`config.mk`:
```
export PLATFORM = sky130hd
export DESIGN_NAME = dtf_task_file
export DESIGN_NICKNAME = d
export VERILOG_FILES = /design/src/pkg/dtf_pkg.sv /design/src/hw/dtf_task_file.sv
export VERILOG_INCLUDE_DIRS = /design/src /design/src/pkg
export SDC_FILE = /design/constraint.sdc
export NUM_CORES = 1
export LEC_CHECK = 0
export BUFFER_PORTS_ARGS = -buffer_cell sky130_fd_sc_hd__buf_4
export CAP_MARGIN = 20
export CORE_MARGIN = 8
export CORE_UTILIZATION = 40
export CTS_CLUSTER_SIZE = 14
export DETAILED_ROUTE_END_ITERATION = 6
export GPL_ROUTABILITY_DRIVEN = 1
export SYNTH_ARGS = -nofsm -noshare
export SYNTH_HDL_FRONTEND = slang
export SYNTH_SLANG_ARGS = --single-unit
```
`constraint.sdc`:
```
create_clock -name clk -period 2.82 [get_ports clk]
set_clock_uncertainty 0.15 [all_clocks]
set_input_delay 0.141 -clock clk [delete_from_list [all_inputs] [get_ports clk]]
set_output_delay 0.141 -clock clk [all_outputs]
set_load 0.03 [all_outputs]
```
`src/pkg/dtf_defs.svh`:
```
// Task-file addresses, field positions and timing counts
// Assumes a 25 MHz clock; included by bare name
`ifndef DTF_DEFS_SVH
`define DTF_DEFS_SVH
// Task-file addresses {cs1 select, ha2..ha0}
`define DTF_ADDR_SECTOR     4'h3
`define DTF_ADDR_CYL_LOW    4'h4
`define DTF_ADDR_CYL_HIGH   4'h5
`define DTF_ADDR_DRIVE_HEAD 4'h6
`define DTF_ADDR_STATUS     4'h7
`define DTF_ADDR_SHADOW     4'he
// Status bits
`define DTF_ST_BUSY   7
`define DTF_ST_READY  6
`define DTF_ST_FAULT  5
`define DTF_ST_SEEK   4
`define DTF_ST_DREQ   3
`define DTF_ST_ECC    2
`define DTF_ST_INDEX  1
`define DTF_ST_ERR    0
// Drive/head fields
`define DTF_DH_SLAVE  4
`define DTF_DH_FIXED  8'ha0
// Control bits
`define DTF_CTL_RST   2
`define DTF_CTL_IDS   1
`define DTF_CYL_HIGH_MASK 8'h07
// Timing
`define DTF_CLK_HZ        25000000
`define DTF_RST_MIN_NS    5000
`define DTF_RST_MIN_CYC   ((`DTF_RST_MIN_NS * 25 + 999) / 1000)
`define DTF_PASS_WAIT_MS  3
`define DTF_PASS_WAIT_CYC (`DTF_PASS_WAIT_MS * (`DTF_CLK_HZ / 1000))
`endif

```
`src/pkg/dtf_pkg.sv`:
```
// Types for the disk task-file register bank
// Assumes nothing beyond a SystemVerilog compiler
package dtf_pkg;
   typedef enum logic [3:0] {
      DTF_IDLE   = 4'b0001,
      DTF_EXEC   = 4'b0010,
      DTF_RESET  = 4'b0100,
      DTF_WAIT   = 4'b1000
   } dtf_state_e;

   // Command request to the drive engine
   typedef struct packed {
      logic       valid;
      logic [7:0] code;
      logic [7:0] sector;
      logic [10:0] cylinder;
      logic [3:0] head;
   } dtf_cmd_s;

   // Completion report from the drive engine
   typedef struct packed {
      logic done;
      logic error;
      logic corrected;
   } dtf_done_s;
endpackage

```
`src/hw/dtf_task_file.sv`:
```
// Host-visible task-file register bank of a disk drive interface
// Assumes task-file pins arrive asynchronous and a drive engine on clk
//
// Functional notes
// - Target sector register gives starting sector
// - Cylinder split: eight low, three high bits
// - Drive bit one selects slave, zero master
// - Low four bits give the head number
// - Reading status clears pending interrupt
// - Busy set on request, cleared on completion
// - While busy, other reads return status
// - Not ready refuses or aborts commands
// - Write fault aborts; commands refused meanwhile
// - Seek done flag after last seek
// - Data request flag while data waits
// - Corrected flag after repaired sector
// - Index flag follows index pulse
// - Error flag on unrecoverable error
// - Command write sets busy at once
// - Shadow status reads without clearing interrupt
// - Control reset bit holds drive in reset
// - Slave drops pass signal during reset
// - Master waits up to 3 ms for pass
// - Interrupt disable floats line, keeps pending
// - Interrupts disabled after master reset
`include "dtf_defs.svh"
`timescale 1ns/1ps
`default_nettype none

module dtf_task_file #(
   parameter int PASS_WAIT_CYC = `DTF_PASS_WAIT_CYC,
   parameter int RST_MIN_CYC   = `DTF_RST_MIN_CYC
) (
   // Clock and reset
   input  wire logic              clk,
   input  wire logic              reset_n,
   // Task-file bus pins
   input  wire logic              cs0_n,
   input  wire logic              cs1_n,
   input  wire logic [2:0]        host_addr,
   input  wire logic              rd_n,
   input  wire logic              wr_n,
   input  wire logic [7:0]        host_wdata,
   output logic      [7:0]        host_rdata,
   output logic                   host_rdata_oe,
   output logic                   host_irq_line,
   output logic                   host_irq_line_oe,
   // Dual-drive strap and pass line
   input  wire logic              is_slave,
   input  wire logic              slave_pass_signal_in,
   output logic                   slave_pass_signal,
   output logic                   slave_pass_signal_oe,
   // Drive engine side
   input  wire logic              drive_ready,
   input  wire logic              write_fault,
   input  wire logic              seek_done,
   input  wire logic              data_waiting,
   input  wire logic              index_pulse,
   input  wire dtf_pkg::dtf_done_s engine_done,
   output dtf_pkg::dtf_cmd_s      engine_cmd,
   output logic                   engine_abort,
   output logic                   drive_reset
);

   // ==========================================================
   // Pin synchronisers
   // ==========================================================
   logic [15:0] sync_a;
   logic [15:0] sync_b;
   logic [7:0]  wdata_a;
   logic [7:0]  wdata_b;
   always_ff @(posedge clk or negedge reset_n) begin
      if (!reset_n) begin
         sync_a  <= 16'hfe03; // Strobes idle, strap and levels low
         sync_b  <= 16'hfe03;
         wdata_a <= 8'h00;
         wdata_b <= 8'h00;
      end else begin
         sync_a  <= {cs0_n, cs1_n, host_addr, rd_n, wr_n, is_slave, slave_pass_signal_in,
                     drive_ready, write_fault, seek_done, data_waiting, index_pulse, 2'b11};
         sync_b  <= sync_a;
         wdata_a <= host_wdata;
         wdata_b <= wdata_a;
      end
   end

   logic       s_cs0_n, s_cs1_n, s_rd_n, s_wr_n, s_slave, s_pass;
   logic       s_ready, s_fault, s_seek, s_dreq, s_index;
   logic [2:0] s_addr;
   assign {s_cs0_n, s_cs1_n, s_addr, s_rd_n, s_wr_n, s_slave, s_pass,
           s_ready, s_fault, s_seek, s_dreq, s_index} = sync_b[15:2];

   // Edge detect on the synchronised strobes only
   logic rd_q, wr_q;
   always_ff @(posedge clk or negedge reset_n) begin
      if (!reset_n) begin
         rd_q <= 1'b1;
         wr_q <= 1'b1;
      end else begin
         rd_q <= s_rd_n;
         wr_q <= s_wr_n;
      end
   end
   logic       rd_pulse, wr_pulse, rd_active;
   logic [3:0] sel;
   logic       sel_ok;
   assign rd_active = !s_rd_n;
   assign rd_pulse  = rd_q && !s_rd_n;
   assign wr_pulse  = !wr_q && s_wr_n;   // Data is taken at the trailing edge
   assign sel       = {!s_cs1_n, s_addr};
   assign sel_ok    = s_cs0_n ^ s_cs1_n;

   // Strap reads as master until it has crossed the synchroniser,
   // so a master never pulls the pass line low just after reset
   logic slave_mode;
   always_ff @(posedge clk or negedge reset_n) begin
      if (!reset_n)
         slave_mode <= 1'b0;
      else
         slave_mode <= s_slave;
   end

   // ==========================================================
   // Task-file registers
   // ==========================================================
   logic [7:0] target_sector;
   logic [7:0] cylinder_low_byte;
   logic [7:0] cylinder_high_bits;
   logic [7:0] drive_head_register;
   logic [7:0] host_control;
   logic       busy_flag;

   function automatic logic wr_hit(input logic [3:0] a);
      wr_hit = wr_pulse && sel_ok && (sel == a);
   endfunction

   always_ff @(posedge clk or negedge reset_n) begin
      if (!reset_n) begin
         target_sector       <= 8'h01;
         cylinder_low_byte   <= 8'h00;
         cylinder_high_bits  <= 8'h00;
         drive_head_register <= `DTF_DH_FIXED;
      end else if (!busy_flag) begin
         if (wr_hit(`DTF_ADDR_SECTOR))
            target_sector <= wdata_b;
         if (wr_hit(`DTF_ADDR_CYL_LOW))
            cylinder_low_byte <= wdata_b;
         if (wr_hit(`DTF_ADDR_CYL_HIGH))
            cylinder_high_bits <= wdata_b & `DTF_CYL_HIGH_MASK;
         if (wr_hit(`DTF_ADDR_DRIVE_HEAD))
            drive_head_register <= wdata_b;
      end
   end

   // Control register; interrupts start disabled
   always_ff @(posedge clk or negedge reset_n) begin
      if (!reset_n)
         host_control <= 8'h02;
      else if (wr_hit(`DTF_ADDR_SHADOW))
         host_control <= wdata_b & 8'h06;
   end

   logic selected;
   assign selected = (drive_head_register[`DTF_DH_SLAVE] == slave_mode);

   // ==========================================================
   // Command sequencing and reset handshake
   // ==========================================================
   dtf_pkg::dtf_state_e state;
   logic [31:0] wait_cnt;
   logic        cmd_wr, refuse, abort_now;
   logic        err_flag, ecc_flag, irq_pending;
   assign cmd_wr    = wr_hit(`DTF_ADDR_STATUS) && selected;
   assign refuse    = !s_ready || s_fault;
   assign abort_now = (state == dtf_pkg::DTF_EXEC) && refuse;

   always_ff @(posedge clk or negedge reset_n) begin
      if (!reset_n) begin
         state      <= dtf_pkg::DTF_RESET;
         busy_flag  <= 1'b1;
         wait_cnt   <= 32'd0;
         engine_cmd <= '0;
         engine_abort <= 1'b0;
         err_flag   <= 1'b0;
         ecc_flag   <= 1'b0;
      end else begin
         engine_cmd.valid <= 1'b0;
         engine_abort     <= 1'b0;
         if (host_control[`DTF_CTL_RST]) begin
            state     <= dtf_pkg::DTF_RESET;
            busy_flag <= 1'b1;
            wait_cnt  <= 32'd0;
         end else begin
            unique case (state)
               dtf_pkg::DTF_RESET: begin
                  // Minimum local routine time, then the pass handshake
                  if (wait_cnt >= 32'(RST_MIN_CYC)) begin
                     state    <= slave_mode ? dtf_pkg::DTF_IDLE : dtf_pkg::DTF_WAIT;
                     busy_flag <= !slave_mode;
                     wait_cnt <= 32'd0;
                  end else
                     wait_cnt <= wait_cnt + 32'd1;
               end
               dtf_pkg::DTF_WAIT: begin
                  if (s_pass || wait_cnt >= 32'(PASS_WAIT_CYC)) begin
                     state     <= dtf_pkg::DTF_IDLE;
                     busy_flag <= 1'b0;
                  end else
                     wait_cnt <= wait_cnt + 32'd1;
               end
               dtf_pkg::DTF_IDLE: begin
                  if (cmd_wr) begin
                     busy_flag <= 1'b1;
                     ecc_flag  <= 1'b0;
                     if (refuse) begin
                        err_flag <= 1'b1;
                        state    <= dtf_pkg::DTF_EXEC;
                     end else begin
                        err_flag <= 1'b0;
                        state    <= dtf_pkg::DTF_EXEC;
                        engine_cmd.valid    <= 1'b1;
                        engine_cmd.code     <= wdata_b;
                        engine_cmd.sector   <= target_sector;
                        engine_cmd.cylinder <= {cylinder_high_bits[2:0], cylinder_low_byte};
                        engine_cmd.head     <= drive_head_register[3:0];
                     end
                  end
               end
               dtf_pkg::DTF_EXEC: begin
                  // Refused commands finish here on the next cycle with error set
                  if (abort_now || engine_done.done || err_flag) begin
                     busy_flag    <= 1'b0;
                     state        <= dtf_pkg::DTF_IDLE;
                     engine_abort <= abort_now && !err_flag;
                     if (abort_now || engine_done.error)
                        err_flag <= 1'b1;
                     if (engine_done.corrected)
                        ecc_flag <= 1'b1;
                  end
               end
            endcase
         end
      end
   end

   // ==========================================================
   // Status and interrupt
   // ==========================================================
   logic [7:0] drive_status;
   always_comb begin
      drive_status = 8'h00;
      drive_status[`DTF_ST_BUSY]  = busy_flag;
      drive_status[`DTF_ST_READY] = s_ready;
      drive_status[`DTF_ST_FAULT] = s_fault;
      drive_status[`DTF_ST_SEEK]  = s_seek;
      drive_status[`DTF_ST_DREQ]  = s_dreq;
      drive_status[`DTF_ST_ECC]   = ecc_flag;
      drive_status[`DTF_ST_INDEX] = s_index;
      drive_status[`DTF_ST_ERR]   = err_flag;
   end

   logic done_evt;
   assign done_evt = (state == dtf_pkg::DTF_EXEC) && !host_control[`DTF_CTL_RST]
                     && (abort_now || engine_done.done || err_flag);

   // Completion wins over a status read in the same cycle
   always_ff @(posedge clk or negedge reset_n) begin
      if (!reset_n)
         irq_pending <= 1'b0;
      else if (done_evt)
         irq_pending <= 1'b1;
      else if (rd_pulse && sel_ok && sel == `DTF_ADDR_STATUS && selected)
         irq_pending <= 1'b0;
   end

   always_ff @(posedge clk or negedge reset_n) begin
      if (!reset_n) begin
         host_irq_line    <= 1'b0;
         host_irq_line_oe <= 1'b0;
      end else begin
         host_irq_line    <= irq_pending && selected;
         host_irq_line_oe <= !host_control[`DTF_CTL_IDS] && selected;
      end
   end

   // ==========================================================
   // Read path
   // ==========================================================
   logic [7:0] next_rdata;
   always_comb begin
      next_rdata = 8'h00;
      if (busy_flag && sel != `DTF_ADDR_SHADOW)
         next_rdata = drive_status;
      else begin
         unique case (sel)
            `DTF_ADDR_SECTOR:     next_rdata = target_sector;
            `DTF_ADDR_CYL_LOW:    next_rdata = cylinder_low_byte;
            `DTF_ADDR_CYL_HIGH:   next_rdata = cylinder_high_bits;
            `DTF_ADDR_DRIVE_HEAD: next_rdata = drive_head_register;
            `DTF_ADDR_STATUS:     next_rdata = drive_status;
            `DTF_ADDR_SHADOW:     next_rdata = drive_status;
            default:              next_rdata = 8'h00;
         endcase
      end
   end

   always_ff @(posedge clk or negedge reset_n) begin
      if (!reset_n) begin
         host_rdata    <= 8'h00;
         host_rdata_oe <= 1'b0;
      end else begin
         host_rdata    <= next_rdata;
         host_rdata_oe <= rd_active && sel_ok && selected;
      end
   end

   // ==========================================================
   // Drive reset and pass line
   // ==========================================================
   always_ff @(posedge clk or negedge reset_n) begin
      if (!reset_n) begin
         drive_reset          <= 1'b1;
         slave_pass_signal    <= 1'b0;
         slave_pass_signal_oe <= 1'b0;
      end else begin
         drive_reset          <= host_control[`DTF_CTL_RST] || state == dtf_pkg::DTF_RESET;
         slave_pass_signal    <= 1'b0;
         // Open-drain, active low: pulled low while the slave is resetting
         slave_pass_signal_oe <= slave_mode && state == dtf_pkg::DTF_RESET;
      end
   end

endmodule
`default_nettype wire

```
==> results by group, run 1 <==
Run status
  – Status: finished, final reports clean

Cells and area
  – Nets@finish: 608
  – Fraction of layout cells with a size suffix above 1: 36.10%
  – Area Overhead vs Synth: 25.46%
  – # diodes: 0
  – Non-filler cells in the finished layout: 806

Setup path
  – FF-to-FF setup slack: 0.38 ns
  – Startpoint types: register
  – WS Path Type: register to register
  – Worst-path maximum fanout: 22
  – WP data arrival: 2.59 ns
  – Reg2Reg Capture Point: wait_cnt[2]$_DFFE_PN0P_
  – Crit Reg-Reg Startpoint: wait_cnt[28]$_DFFE_PN0P_
  – CP Capture Type: register
  – WP data required: 2.97 ns
  – R2r worst-path depth: 6

Die
  – Initial core utilization: 40.48%
  – Die W: roughly 140 µm
  – IO Pins: 74
  – Core Rows: 46
  – Die ar.: a little over 20000 µm²
  – Core Area: 15710 µm²
  – Die Ht: 142.1 µm

Clock tree
  – CTS root buf: clkbuf_16
  – Clock-pin slew of the registers on the worst-case setup and hold paths: roughly 0.06 ns
  – Sink Count: 162
  – Clock latency at the later pin of the worst-skew pair: 0.42 ns
  – Bufs on Longest Clock Path: 2
  – Setup Fix Bufs, Post-CTS: 0
  – Num CTS Buffers: 17
  – H-tree lvl count: 4
  – TritonCTS clock tree: built

STA
  – Final Critical Period: approximately 2.4 ns
  – RSZ-0062 raised after global routing: false
  – Final Setup Violations: 0
  – Worst slew pin tran: 0.6728 ns
  – Slew HR: 55.14%
  – Hold slack: 0.1795 ns
  – Period utilisation layout: 86.50%
  – Slew Viols, Final: 0
  – Fmax: a little over 400 MHz
  – Final TNS setup: 0 ns
  – Final Hold Fails: 0

Route
  – Drt drc: 0
  – DR pass1 iterations: 4
  – Post-DRT Antenna Nets: 0
  – Drt via density: slightly above 5
  – Drt total wl: 13620 µm
  – Via count: 4093
  – Iter 0 DRT Violations: 222
  – Drt wl/cell: 16.89 µm

Synthesis
  – Yosys cell types: 62
  – Register area share after synthesis: between 60 and 70%
  – Post-Syn Area: 6360 µm²
  – Post-synth top flop: dfrtp_1
  – Cell with the most instances after synthesis: dfrtp_1
  – Syn Inst Count: 464
  – YS warnings: 0
  – Post-synth EDFFs: 0
  – Synth cell count leaders: dfrtp_1, mux2_2, nor2_1, dfstp_2, nand2_1
  – Top-area cell type share of the netlist area: 54.69%
  – Synth Register Bits: around 160
  – Yosys top cell by area: dfrtp_1
  – Leading post-synthesis cells by cell area: dfrtp_1, mux2_2, dfstp_2
  – Syn Nets: about 500
  – Syn Area/Cell: 13.71 µm²
  – Ys async rst share: 100.0%

Place
  – Buffers added on ports: 72
  – Detailed Place HPWL: 9451 µm
  – Placed Cells: between 700 and 800
  – Routability cong.: 0.7745

GRT
  – Vias in the first global route: 4384
  – GRT Overall Usage: 14.09%
  – Antenna violations before repair: 0
  – Grt total ovfl: 0
  – Global-route wire length before repair: approximately 22000 µm
  – Largest net degree at the start of global routing: 75

Power and ir drop
  – Static Leak: roughly 3.7 nW
  – PwrDens: 736.4 nW/µm²
  – IR drop worst, VDD: 0.0004650 V

Job
  – Max cap viols: 0

Min path
  – Hold Path Class: primary input to asynchronous set/reset pin
## worst max path at each step
stage / startpoint / cells past startpoint / slack (ns) / endpoint
3_3_place_gp: sync_b[14]$_DFF_PN1_ / 4 / 0.43 / cylinder_low_byte[4]$_DFFE_PN0P_
3_5_place_dp: sync_b[14]$_DFF_PN1_ / 4 / 0.37 / cylinder_low_byte[7]$_DFFE_PN0P_
5_1_grt: sync_b[14]$_DFF_PN1_ / 4 / 0.27 / cylinder_low_byte[2]$_DFFE_PN0P_
2_1_floorplan: sync_b[14]$_DFF_PN1_ / 6 / 0.56 / cylinder_low_byte[0]$_DFFE_PN0P_
6_report: wait_cnt[28]$_DFFE_PN0P_ / 6 / 0.38 / wait_cnt[2]$_DFFE_PN0P_
4_1_cts: sync_b[14]$_DFF_PN1_ / 4 / 0.37 / cylinder_low_byte[1]$_DFFE_PN0P_
## worst max-delay path: stages, from the launching register on
cell and delay, ns:
dfrtp_1 0.37, nor4_1 0.43, nand4_1 0.26, a2111oi_4 0.39, or2_4 0.34, o21ai_0 0.13, a22o_1 0.24
## state kept, by name, summed over array words and instances, names as in the netlist, 2 cells and up
name / flops
host_control: 2
wait_cnt: 32
drive_head_register: 8
cylinder_high_bits: 3
cylinder_low_byte: 8
sync_a: 14
wdata_b: 8
sync_b: 14
wdata_a: 8
state: 4
host_rdata: 8
engine_cmd: 32
target_sector: 8
## routing by layer
metal  track usage [%]  vias up  part of all wire (%)
met5                 0        -                     0
met4             3.957        0                  0.57
met3             4.428        6                   4.6
met2             22.38       82                    49
met1             18.18     2085                    46
li1                  -     1920                     -
## layout make-up
class                   count  area (µm²)
clock inverters            13       98.84
multi-input cells         278        2141
flip-flops and latches    162        4083
fillers                  1335        7734
repair buffers            109       899.6
well taps                 216       270.3
clock buffers              19       452.9
inverters                   9       33.78
## power by group
part / internal (W) / switching, W / total (W)
clock: 0.00118 / 0.000942 / 0.00213
sequential: 0.00258 / 0.000196 / 0.00277
combinational: 0.000424 / 0.000553 / 0.000976
## cell usage in the layout (no fill, tap or decap), types with 4 or more instances in the layout
cell and n:
nor4_1 7, mux2_2 60, and3_1 8, a211oi_1 4, nand2b_1 5, dfstp_2 23
clkbuf_16 17, nor2b_1 8, nor2_1 28, inv_6 5, buf_4 81, dlygate4sd3_1 26
a222oi_1 7, a21o_1 4, nor3_1 9, o21ai_0 11, a22o_1 15, nand4_1 4
o21ai_1 10, a41oi_1 6, dfrtp_1 139, and2_1 10, ha_1 4, inv_1 9
a21oi_1 6, and4_1 5, nand2_1 20
## logic make-up after synthesis
kind of cell	count (synthesis)	share of synthesized area, %
other	1	0.05896
adders and majority gates	4	0.7870
DFF	162	64.19
xor gates and xnor gates	4	0.5510
buffers and inverters	24	2.144
and+or+nand+nor	123	11.29
AOI/OAI and AO/OA	85	10.17
muxes	61	10.80
## repair_timing
| item | 4_1_cts | 5_1_grt |
|---|---|---|
| resized for setup | 0 | 0 |
| hold endpoints to repair | 77 | 0 |
| hold buffers | 26 | 0 |
| setup endpoints to repair | 0 | 0 |
## metrics by stage
stage | cell area, µm² | total power [W] | util [%] | setup WS (ns)
after global routing | 7979 | 0.006153 | 50.78 | 0.2682
after global placement | 7167 | 0.003748 | 45.61 | 0.4346
after floorplan | 6360 | 0.003450 | - | 0.5613
final | 7979 | 0.005876 | 50.78 | 0.3808
after CTS | 7979 | 0.005960 | 50.78 | 0.3717
after detailed placement | 7167 | 0.003780 | 45.61 | 0.3690
Note: power is estimated with default switching activity, not from simulation.
==> inputs of run 2 (changes only) <==
--- a/config.mk
+++ b/config.mk
@@ -9,10 +9,11 @@
 export BUFFER_PORTS_ARGS = -buffer_cell sky130_fd_sc_hd__buf_4
 export CAP_MARGIN = 20
 export CORE_MARGIN = 8
-export CORE_UTILIZATION = 40
+export CORE_UTILIZATION = 55
 export CTS_CLUSTER_SIZE = 14
 export DETAILED_ROUTE_END_ITERATION = 6
 export GPL_ROUTABILITY_DRIVEN = 1
+export PLACE_DENSITY = 0.76
 export SYNTH_ARGS = -nofsm -noshare
 export SYNTH_HDL_FRONTEND = slang
 export SYNTH_SLANG_ARGS = --single-unit
==> run 2 against run 1 <==
Against the previous run: critical path depth stayed put; cell area fell by 0.80%; sequential power about the same; via count grew 2.2%.
==> results by group, run 2 (same netlist as run 1, synthesis figures left out) <==
Run status
  – Status: finished, final reports clean

Die
  – Initial core utilization: 55.94% (+15 points)
  – Die ar.: 15260 µm² (-24%)
  – Core Rows: 39 (-15%)
  – Core Area: 11370 µm² (-28%)
  – Die W: 123.5 µm (-13%)
  – Die Ht: 123.5 µm (-13%)
  – IO Pins: 74 (unchanged)

Route
  – Iter 0 DRT Violations: 339 (+53%)
  – Drt via density: 5.716 (+13%)
  – DR pass1 iterations: 5 (+1)
  – Drt total wl: 13600 µm (-0.12%)
  – Via count: 4184 (+2.2%)
  – Drt wl/cell: 18.58 µm (+10%)
  – Post-DRT Antenna Nets: 0 (unchanged)
  – Drt drc: 0 (unchanged)

Setup path
  – Reg2Reg Capture Point: wait_cnt[3]$_DFFE_PN0P_
  – CP Capture Type: register
  – WP data arrival: 2.63 ns (+0.04 ns)
  – R2r worst-path depth: 6 (unchanged)
  – Crit path launch: wait_cnt[15]$_DFFE_PN0P_
  – FF-to-FF setup slack: 0.35 ns (-0.03 ns)
  – Startpoint types: register
  – WP data required: 2.98 ns (about the same)
  – CP peak stage delay: 0.47 ns (+0.04 ns)
  – Critical path destination: wait_cnt[3]$_DFFE_PN0P_
  – WP depth: 6 (unchanged)
  – Number of buffers and inverters on the critical path: 0 (unchanged)
  – Slowest cell on crit path: dfrtp_1
  – Delay-heaviest family, CP: compound AO/OA/AOI/OAI gates
  – Crit Reg-Reg Startpoint: wait_cnt[15]$_DFFE_PN0P_
  – Cell Chain, Critical Path: nor4_1, o211ai_1, a2111oi_4, or2_4, o21ai_0, a22o_1
  – WS Path Type: register to register
  – Worst-path maximum fanout: 22 (unchanged)

STA
  – Fmax: 405.2 MHz (-1.2%)
  – Final TNS setup: 0 ns (unchanged)
  – Slew HR: 51.40% (-3.7 points)
  – Final Critical Period: 2.468 ns (+0.02877 ns)
  – Final Setup Violations: 0 (unchanged)
  – Slew Viols, Final: 0 (unchanged)
  – RSZ-0062 raised after global routing: false
  – Period utilisation layout: 87.52% (+1.0 points)
  – Post-route setup slack: 0.3520 ns (-0.02877 ns)
  – Worst slew pin tran: 0.7290 ns (+0.05611 ns)
  – Final Hold Fails: 0 (unchanged)

Cells and area
  – Non-filler cells in the finished layout: 732 (-9.2%)
  – Most frequent cells in the layout: dfrtp_1, buf_4, mux2_2, nor2_1, dlygate4sd3_1
  – Area Overhead vs Synth: 24.45%
  – Filler instances: 772 (-42%)
  – Most common cell after layout, fill and taps aside: dfrtp_1
  – Nets@finish: 607 (-0.16%)
  – Top Registers: engine_cmd: 32 flops, wait_cnt: 32 flops
  – # diodes: 0 (unchanged)
  – Fraction of layout cells with a size suffix above 1: 35.82% (-0.28 points)

Place
  – DP Worst Slack: 0.4150 ns (+0.04605 ns)
  – Placed Cells: 674 (-9.9%)
  – Detailed Place HPWL: 9171 µm (-3.0%)
  – Buffers added on ports: 72 (unchanged)
  – Routability cong.: 0.8601 (+11%)

Clock tree
  – Clock-pin slew of the registers on the worst-case setup and hold paths: 0.06 ns (about the same)
  – Num CTS Buffers: 17 (unchanged)
  – Post-cts hold buffer count: 26 (unchanged)
  – Sink Count: 162 (unchanged)
  – Bufs on Longest Clock Path: 2 (unchanged)
  – TritonCTS clock tree: built
  – Post-CTS Resized: 0 (unchanged)
  – H-tree lvl count: 4 (unchanged)
  – Clock latency at the later pin of the worst-skew pair: 0.42 ns (about the same)
  – CTS root buf: clkbuf_16
  – Setup Fix Bufs, Post-CTS: 0 (unchanged)

Power and ir drop
  – Static Leak: 3.759 nW (+0.29%)
  – PwrDens: 752.5 nW/µm² (+2.2%)
  – IR drop worst, VDD: 0.0006653 V (+43%)

GRT
  – Largest net degree at the start of global routing: 81 (+8.0%)
  – Antenna violations before repair: 0 (unchanged)
  – Global-route wire length before repair: 22710 µm (+1.5%)
  – Vias in the first global route: 4450 (+1.5%)
  – GRT Overall Usage: 19.45% (+5.4 points)
  – Grt total ovfl: 0 (unchanged)

Job
  – Max cap viols: 0 (unchanged)

Min path
  – Hold Path Class: primary input to asynchronous set/reset pin
run 2: changes by cell type in the layout (fill, tap and decap cells not counted):
cell | previous run | this run
clkinv_1 | 1 | 0
clkbuf_1 | 0 | 2
buf_12 | 1 | 3
bufinv_16 | 0 | 1
clkbuf_8 | 2 | 0
inv_6 | 5 | 1
buf_4 | 81 | 78
clkinv_2 | 2 | 3
inv_8 | 0 | 3
run 2: through the flow:
stage / hold slack, ns / total power [W] / instance area, µm² / util (%)
3_3_place_gp: 0.07413 / 0.003739 / 7093 / 62.39
3_5_place_dp: 0.08839 / 0.003779 / 7093 / 62.39
4_1_cts: 0.1990 / 0.005996 / 7915 / 69.62
2_1_floorplan: -0.3046 / 0.003450 / 6360 / -
5_1_grt: 0.1996 / 0.006226 / 7915 / 69.62
6_report: 0.1697 / 0.005956 / 7915 / 69.62
run 2: how the worst min path moves through the flow:
stage                                   endpoint  cells past startpoint  slack, ns
3_3_place_gp      slave_pass_signal_oe$_DFF_PN0_                      1       0.07
2_1_floorplan  cylinder_high_bits[0]$_DFFE_PN0P_                      0      -0.30
3_5_place_dp      slave_pass_signal_oe$_DFF_PN0_                      1       0.09
6_report          slave_pass_signal_oe$_DFF_PN0_                      2       0.17
5_1_grt                     sync_a[11]$_DFF_PN1_                      2       0.20
4_1_cts                     slave_mode$_DFF_PN0_                      0       0.20
run 2: area by class of cell:
class,count,area [µm²],share of cell area [%]
Clock inverter,13,128.9,1.628
Inverter,9,33.78,0.4268
Tap cell,143,178.9,2.261
Sequential cell,162,4083,51.58
Timing Repair Buffer,108,917.1,11.59
Multi-Input combinational cell,278,2141,27.05
Clock buffer,19,432.9,5.469
run 2: where the power goes:
group | internal, W | switching [W] | total [W]
clock | 0.00123 | 0.000948 | 0.00218
sequential | 0.00258 | 0.000208 | 0.00278
combinational | 0.000425 | 0.000566 | 0.000991
total | 0.00423 | 0.00172 | 0.00596
run 2: worst reg2reg max path, stage by stage (launching register included):
cell	delay, ns
dfrtp_1	0.47
nor4_1	0.39
o211ai_1	0.20
a2111oi_4	0.38
or2_4	0.34
o21ai_0	0.17
a22o_1	0.26
run 2: per-layer routing:
metal	vias to the layer above	track usage, %	part of all wire [%]
met4	0	7.750	1.8
met2	123	30.38	50
met5	-	0	0
met3	28	6.347	5.1
met1	2110	24.73	44
li1	1923	-	-
